### src/inc/fal_pkg.sv
// Package of constants and types for the flash converter output latch
package fal_pkg;

  // ==========================================================
  // Data layout
  localparam int unsigned FAL_DATA_W     = 8;
  localparam int unsigned FAL_MSB_POS    = 7;
  localparam int unsigned FAL_LSB_POS    = 0;
  localparam int unsigned FAL_FIFO_DEPTH = 32;

  // ==========================================================
  // Reset values and fixed codes
  localparam logic [7:0] FAL_CODE_ZERO = 8'h00;
  localparam logic [7:0] FAL_CODE_FULL = 8'hff;
  localparam logic       FAL_OVR_RST   = 1'b0;

  // Overrange coding select: 1 = enabled (pin floats), 0 = inhibited (grounded)
  localparam logic FAL_MODE_ENABLED   = 1'b1;
  localparam logic FAL_MODE_INHIBITED = 1'b0;

  // ==========================================================
  // Latch state machine, Gray coded along idle -> primed -> running
  typedef enum logic [1:0] {
    FAL_ST_IDLE    = 2'b00,
    FAL_ST_PRIMED  = 2'b01,
    FAL_ST_RUNNING = 2'b11
  } fal_state_t;

endpackage : fal_pkg

### src/hw/fal_fifo.sv
// Parameterised valid/ready FIFO for converted samples
`timescale 1ns/1ps

module fal_fifo
  import fal_pkg::*;
#(
  parameter int unsigned WIDTH = 9,
  parameter int unsigned DEPTH = 32
) (
  // Clock and reset
  input  wire logic             sys_clk,
  input  wire logic             rst_n,
  // Filling side
  input  wire logic             in_valid,
  output logic                  in_ready,
  input  wire logic [WIDTH-1:0] in_data,
  // Draining side
  output logic                  out_valid,
  input  wire logic             out_ready,
  output logic [WIDTH-1:0]      out_data
);

  localparam int unsigned AW = $clog2(DEPTH);

  // ==========================================================
  // State
  typedef struct packed {
    logic [AW-1:0] wr_ptr;   // Next slot to write
    logic [AW-1:0] rd_ptr;   // Next slot to read
    logic [AW:0]   count;    // Words held
  } fal_fifo_st_t;

  fal_fifo_st_t     st_reg;           // Registered pointers
  fal_fifo_st_t     st_next;          // Next pointers
  logic [WIDTH-1:0] mem [DEPTH];      // Storage array
  logic             push;             // Write this cycle
  logic             pop;              // Read this cycle

  // Honest flags straight from the count
  assign in_ready  = (st_reg.count != (AW+1)'(DEPTH));
  assign out_valid = (st_reg.count != '0);
  assign out_data  = mem[st_reg.rd_ptr];
  assign push      = in_valid && in_ready;
  assign pop       = out_valid && out_ready;

  // Pointer and count update
  always_comb begin
    st_next = st_reg;
    if (push) begin
      st_next.wr_ptr = st_reg.wr_ptr + 1'b1;
    end
    if (pop) begin
      st_next.rd_ptr = st_reg.rd_ptr + 1'b1;
    end
    st_next.count = st_reg.count + (AW+1)'(push) - (AW+1)'(pop);
  end

  // State register
  always_ff @(posedge sys_clk or negedge rst_n) begin
    if (!rst_n) begin
      st_reg <= '0;
    end else begin
      st_reg <= st_next;
    end
  end

  // Storage has no reset; only valid words are ever read
  always_ff @(posedge sys_clk) begin
    if (push) begin
      mem[st_reg.wr_ptr] <= in_data;
    end
  end

endmodule // fal_fifo

### src/hw/fal_latch.sv
// Output latch stage of an 8-bit flash converter, with sample FIFO
`timescale 1ns/1ps

module fal_latch
  import fal_pkg::*;
(
  // Clock and reset
  input  wire logic       sys_clk,
  input  wire logic       rst_n,
  // Sample strobe, taken as synchronous to sys_clk
  input  wire logic       sample_strobe,
  // Quantised analog level and overrange comparator
  input  wire logic [7:0] analog_in_level,
  input  wire logic       analog_over_top,
  // Static coding select (1 enabled, 0 inhibited)
  input  wire logic       overrange_code_select_pin,
  // Latched parallel outputs
  output logic [7:0]      result_data,
  output logic            overrange_flag,
  // Sample stream through the FIFO
  output logic            smp_valid,
  input  wire logic       smp_ready,
  output logic [8:0]      smp_data,
  // Conversion refused because the FIFO was full
  output logic            smp_dropped
);

  // ==========================================================
  // State
  typedef struct packed {
    logic       strobe_prev;   // Strobe level one cycle ago
    fal_state_t phase;         // Pipeline fill state
    logic [7:0] pend_data;     // Conversion waiting for next edge
    logic       pend_ovr;      // Its overrange flag
    logic [7:0] out_data;      // Output latch, data
    logic       out_ovr;       // Output latch, flag
    logic       dropped;       // Sticky: a sample found the FIFO full
  } fal_st_t;

  fal_st_t    st_reg;          // Registered state
  fal_st_t    st_next;         // Next state
  logic       strobe_rise;     // Rising edge of the strobe
  logic [7:0] coded_data;      // Coded conversion result
  logic       coded_ovr;       // Coded overrange flag
  logic       fifo_push;       // Offer a result to the FIFO
  logic       fifo_in_ready;   // FIFO has room

  // ==========================================================
  // Overrange coding, one function so both paths agree
  function automatic logic [8:0] fal_code(input logic [7:0] lvl,
                                          input logic       over,
                                          input logic       mode);
    logic [8:0] r;
    r = {1'b0, lvl};
    if (over) begin
      if (mode == FAL_MODE_ENABLED) begin
        r = {1'b1, FAL_CODE_ZERO};
      end else begin
        r = {1'b0, FAL_CODE_FULL};
      end
    end
    return r;
  endfunction

  // Only a low-to-high step counts; falling edges are ignored
  assign strobe_rise = sample_strobe && !st_reg.strobe_prev;
  assign {coded_ovr, coded_data} =
    fal_code(analog_in_level, analog_over_top, overrange_code_select_pin);

  // ==========================================================
  // Next state
  always_comb begin
    st_next             = st_reg;
    st_next.strobe_prev = sample_strobe;
    if (strobe_rise) begin
      // Previous conversion moves to latches, new one is held
      st_next.out_data  = st_reg.pend_data;
      st_next.out_ovr   = st_reg.pend_ovr;
      st_next.pend_data = coded_data;
      st_next.pend_ovr  = coded_ovr;
      unique case (st_reg.phase)
        FAL_ST_IDLE:    st_next.phase = FAL_ST_PRIMED;
        FAL_ST_PRIMED:  st_next.phase = FAL_ST_RUNNING;
        FAL_ST_RUNNING: st_next.phase = FAL_ST_RUNNING;
        default:        st_next.phase = FAL_ST_IDLE;
      endcase
    end
    // Set wins over nothing: flag stays until reset
    if (fifo_push && !fifo_in_ready) begin
      st_next.dropped = 1'b1;
    end
  end

  // State register
  always_ff @(posedge sys_clk or negedge rst_n) begin
    if (!rst_n) begin
      st_reg <= '{strobe_prev: 1'b0, phase: FAL_ST_IDLE, pend_data: FAL_CODE_ZERO,
                  pend_ovr: FAL_OVR_RST, out_data: FAL_CODE_ZERO,
                  out_ovr: FAL_OVR_RST, dropped: 1'b0};
    end else begin
      st_reg <= st_next;
    end
  end

  // ==========================================================
  // Outputs straight from latch flip-flops; bit 7 is MSB, bit 0 LSB
  assign result_data    = st_reg.out_data;
  assign overrange_flag = st_reg.out_ovr;
  assign smp_dropped    = st_reg.dropped;

  // Only real results (after the first edge) enter the FIFO, word and flag together
  assign fifo_push = strobe_rise && (st_reg.phase != FAL_ST_IDLE);

  fal_fifo #(
    .WIDTH (FAL_DATA_W + 1),
    .DEPTH (FAL_FIFO_DEPTH)
  ) u_fifo (
    .sys_clk   (sys_clk),
    .rst_n     (rst_n),
    .in_valid  (fifo_push),
    .in_ready  (fifo_in_ready),
    .in_data   ({st_reg.pend_ovr, st_reg.pend_data}),
    .out_valid (smp_valid),
    .out_ready (smp_ready),
    .out_data  (smp_data)
  );

  // ==========================================================
  // Assertions
  a_edge_loads: assert property (@(posedge sys_clk) disable iff (!rst_n)
    (sample_strobe && !$past(sample_strobe)) |=>
      result_data == $past(st_reg.pend_data))
    else $error("latch not loaded on rising strobe");

  a_hold_between: assert property (@(posedge sys_clk) disable iff (!rst_n)
    !strobe_rise |=> $stable(result_data) && $stable(overrange_flag))
    else $error("outputs moved without rising strobe");

  // Reference word coded straight from the pins at each rising strobe, kept apart
  // from the coding function so a fault there cannot hide from the latency check
  logic [8:0] lat_ref_q;       // Expected word of the most recent conversion
  always_ff @(posedge sys_clk or negedge rst_n) begin
    if (!rst_n) begin
      lat_ref_q <= 9'h000;
    end else if (strobe_rise) begin
      if (!analog_over_top) begin
        lat_ref_q <= {1'b0, analog_in_level};
      end else if (overrange_code_select_pin) begin
        lat_ref_q <= 9'h100;
      end else begin
        lat_ref_q <= 9'h0ff;
      end
    end
  end

  // The word sampled at one rising strobe shows just after the next one
  a_one_cycle_lat: assert property (@(posedge sys_clk) disable iff (!rst_n)
    (strobe_rise && st_reg.phase != FAL_ST_IDLE) |=>
      {overrange_flag, result_data} == $past(lat_ref_q))
    else $error("latency not one strobe cycle");

  a_enabled_code: assert property (@(posedge sys_clk) disable iff (!rst_n)
    (strobe_rise && analog_over_top && overrange_code_select_pin) |=>
      st_reg.pend_ovr && st_reg.pend_data == FAL_CODE_ZERO)
    else $error("enabled overrange coding wrong");

  a_inhibit_code: assert property (@(posedge sys_clk) disable iff (!rst_n)
    (strobe_rise && analog_over_top && !overrange_code_select_pin) |=>
      !st_reg.pend_ovr && st_reg.pend_data == FAL_CODE_FULL)
    else $error("inhibited overrange coding wrong");

  a_flag_needs_en: assert property (@(posedge sys_clk) disable iff (!rst_n)
    (strobe_rise && !(analog_over_top && overrange_code_select_pin)) |=> !st_reg.pend_ovr)
    else $error("overrange flag without enabled overrange");

  a_in_range_pass: assert property (@(posedge sys_clk) disable iff (!rst_n)
    (strobe_rise && !analog_over_top) |=>
      st_reg.pend_data[FAL_MSB_POS] == $past(analog_in_level[FAL_MSB_POS]) &&
      st_reg.pend_data[FAL_LSB_POS] == $past(analog_in_level[FAL_LSB_POS]))
    else $error("bit order of result wrong");

  a_fifo_pair: assert property (@(posedge sys_clk) disable iff (!rst_n)
    (fifo_push && fifo_in_ready) |=> u_fifo.out_valid)
    else $error("pushed sample not visible");

  c_enabled_over: cover property (@(posedge sys_clk) disable iff (!rst_n)
    strobe_rise && analog_over_top && overrange_code_select_pin);
  c_inhibit_over: cover property (@(posedge sys_clk) disable iff (!rst_n)
    strobe_rise && analog_over_top && !overrange_code_select_pin);
  c_fifo_full: cover property (@(posedge sys_clk) disable iff (!rst_n) !fifo_in_ready);
  c_back_to_back: cover property (@(posedge sys_clk) disable iff (!rst_n)
    strobe_rise ##2 strobe_rise);

endmodule // fal_latch

### config.mk
export PLATFORM = sky130hd
export DESIGN_NAME = fal_latch
export DESIGN_NICKNAME = d
export VERILOG_FILES = /design/src/inc/fal_pkg.sv /design/src/hw/fal_fifo.sv /design/src/hw/fal_latch.sv
export SDC_FILE = /design/constraint.sdc
export NUM_CORES = 1
export LEC_CHECK = 0
export ABC_AREA = 1
export BUFFER_PORTS_ARGS = -buffer_cell sky130_fd_sc_hd__buf_2
export CAP_MARGIN = 10
export CORE_MARGIN = 2
export CORE_UTILIZATION = 41
export CTS_CLUSTER_DIAMETER = 80
export DETAILED_ROUTE_END_ITERATION = 10
export PLACE_DENSITY = 0.59
export SETUP_SLACK_MARGIN = 0.4
export SLEW_MARGIN = 20
export SYNTH_ARGS = -nofsm -noshare
export SYNTH_HDL_FRONTEND = slang
export SYNTH_SLANG_ARGS = --single-unit
### constraint.sdc
create_clock -name sys_clk -period 3.7 [get_ports sys_clk]
set_input_delay 0.185 -clock sys_clk [delete_from_list [all_inputs] [get_ports sys_clk]]
set_output_delay 0.185 -clock sys_clk [all_outputs]
set_load 0.02 [all_outputs]
==> metrics <==
Slew Limit Fails 0; Final period util 0.817; Root Buffer clkbuf_16; post-layout min period 3.02 ns; largest area contributor in the netlist edfxtp_1; vias per cell 5.03; layout cell share with drive strength beyond 1 0.0932; most frequent cells in the layout nand2_1 (422), edfxtp_1 (288), nand3_1 (181); Leak Pwr around 6.6 nW; ANT nets after route 0; ANT cells 0; final setup fails 0; Worst Tran Pin Value 0.962 ns; vias between 9000 and 10000; total wire length approximately 35000 um; top post-synthesis cells by area edfxtp_1 (62%), nand2_1 (11%), dfrtp_1 (6.8%); Crit. End Element primary output; reg2reg end u_fifo.mem[6][1]; Nets roughly 1400; post-synthesis sequential area ratio 0.686; Die Ht between 150 and 200 um; hold path depth 3; internal power 7.49 mW; power density cells 752 nW/um^2; largest net degree at the start of global routing a little under 80; gr usage total 0.198; Die Span X 189 um; io pins 34; RR Startpoint st_reg[21]; Clock Sink Count around 330; Avg WL per Cell 18.8 um; Area Overhead vs Synth 14.2%; initial antenna violation count 1; post-synth top area share 0.618; Worst R2R Setup Slack 0.88 ns; critical path required time roughly 3.5 ns; Sw Share 0.377; CTS Buf Count 37; worst-path fanout max 77; CTS tree built; Max-Cap Viols 0; sink of the worst hold path st_reg[18]; DP HPWL 20600 um; Finished Core Util 0.476; clock group share of total power 0.285; vias in the first global route 8962; Comb power frac 0.329; Reg power frac 0.385; H-Tree Depth 2; GR Overflow Total 0; clock transition at the registers of the reported paths 0.06 ns; clock skew 0.0328 ns; first-pass GRT wire length approximately 53000 um; Yosys cell types 26; RSZ-0062 raised after global routing no; WS Path Type reg -> out; max reg flops around 290; status completed; post-synthesis instance area 14000 um^2; clock tree buffer depth 3; R2R depth 8; drc violations 0; Post-Syn Instances 1332; Initial DRT Pass Iterations 5; Hold Crit Class in -> reg; Ys Warns 0; Min-Delay Startpoint analog_over_top; Synth Area per Inst roughly 11 um^2; Slew HR 0.358; core footprint 33600 um^2; most common cell after layout, fill and taps aside nand2_1; Max Clock Freq 0.331 GHz; fillers 3097; FF+latch count, synth 326; setup tns final 0 ns; Max rail drop VDD roughly 0.47 mV; CP Launch Type flip-flop; Pwr Total 12.0 mW; global placement routability congestion 0.859; Sw Pwr 4.53 mW; Initial Utilization 0.416; final hold violation count 0; clk_lat worst skew between 0.5 and 0.6 ns; die area 35600 um^2; site row count 67; Iteration-0 DRC Markers 870; # port buffers 33; crit path DAT 2.84 ns; Synthesized Nets 1361; hold_ws 0.00817 ns
-- timing repair --
item | CTS | global route
endpoints found under the hold margin | 47 | 0
resized for setup | 1 | 4
buffers inserted | 0 | 1
setup endpoints to repair | 9 | 9
hold buffers | 10 | 0
-- area by class of cell --
| class | count | area (um^2) | share of cell area |
|---|---|---|---|
| timing repair buffer | 85 | 609 | 0.0381 |
| clock buffer | 47 | 1000 | 0.0628 |
| multi-input combinational | 755 | 3380 | 0.211 |
| clock inverter | 19 | 126 | 0.00790 |
| inverter | 185 | 706 | 0.0441 |
| sequential | 326 | 9610 | 0.601 |
| tap | 448 | 561 | 0.0351 |
-- worst max-delay path, cell delays in order (launching register included) --
cell     delay, ns
dfrtp_4       0.65
inv_8         0.42
buf_4         0.35
nand2_1       0.08
nand2_1       0.06
nand2_1       0.05
nand3_1       0.09
nand3_1       0.13
nand2_1       0.18
nand2_1       0.06
inv_1         0.05
buf_2         0.15
-- cells in the mapped netlist --
library cell / instances
dfrtp_1: 38
a21oi_1: 22
a31oi_1: 1
nand2_1: 422
inv_1: 180
xnor2_1: 2
buf_4: 10
inv_2: 2
o211ai_1: 9
ha_1: 14
buf_6: 1
clkbuf_1: 23
a21o_1: 1
o21bai_1: 1
clkinv_1: 3
o21ai_0: 29
xor2_1: 9
buf_2: 29
o21ai_1: 1
nor2_1: 55
nand4_1: 3
nor3_1: 4
fa_1: 1
nand3_1: 181
buf_1: 3
edfxtp_1: 288
-- through the flow --
stage          setup WS (ns)  cell area (um^2)  cells
2_1_floorplan           1.12             14000   1332
3_3_place_gp           0.801             14700   1788
3_5_place_dp           0.795             14700   1788
4_1_cts                0.412             16000   1864
5_1_grt                0.510             16000   1865
6_report               0.677             16000   1865
-- logic make-up (layout without fill, tap and decap cells) --
family	count (synthesis)	count (layout)	share of synthesized area
buffers and inverters	251	336	0.0731
XOR/XNOR	11	11	0.00688
AND/OR/NAND/NOR	665	665	0.195
AO/OA/AOI/OAI	64	64	0.0249
flip-flops	326	326	0.686
adder cells (fa/ha/maj)	15	15	0.0139
-- metal layers --
metal  routed length, um  global-route usage  up-vias  part of all wire
li1                    -                   -     4470                 -
met1               15500               0.279     4532              0.44
met2               16500               0.313      307              0.47
met3                2110              0.0320       61             0.060
met4                 927              0.0634        2             0.026
met5                  18                   0        -           0.00051
-- power groups by stage --
| stage | sequential (mW) | clock (mW) | combinational [mW] |
|---|---|---|---|
| final | 4.63 | 3.43 | 3.96 |
| after detailed placement | 4.74 | 0 | 3.87 |
| after floorplan | 4.56 | 0 | 2.75 |
| after global routing | 4.67 | 3.64 | 4.42 |
| after CTS | 4.67 | 3.49 | 3.90 |
| after global placement | 4.73 | 0 | 3.86 |
-- how the worst max path moves through the flow --
stage | depth (start not counted) | start | slack, ns | end
after CTS | 9 | u_fifo.st_reg[6] | 0.41 | smp_data[6]
after global placement | 11 | u_fifo.st_reg[6] | 0.80 | smp_data[8]
final | 11 | u_fifo.st_reg[6] | 0.68 | smp_data[8]
after floorplan | 15 | u_fifo.st_reg[2] | 1.12 | u_fifo.st_reg[4]
after global routing | 11 | u_fifo.st_reg[6] | 0.51 | smp_data[8]
after detailed placement | 11 | u_fifo.st_reg[6] | 0.79 | smp_data[8]
Note: power is estimated with default switching activity, not from simulation.
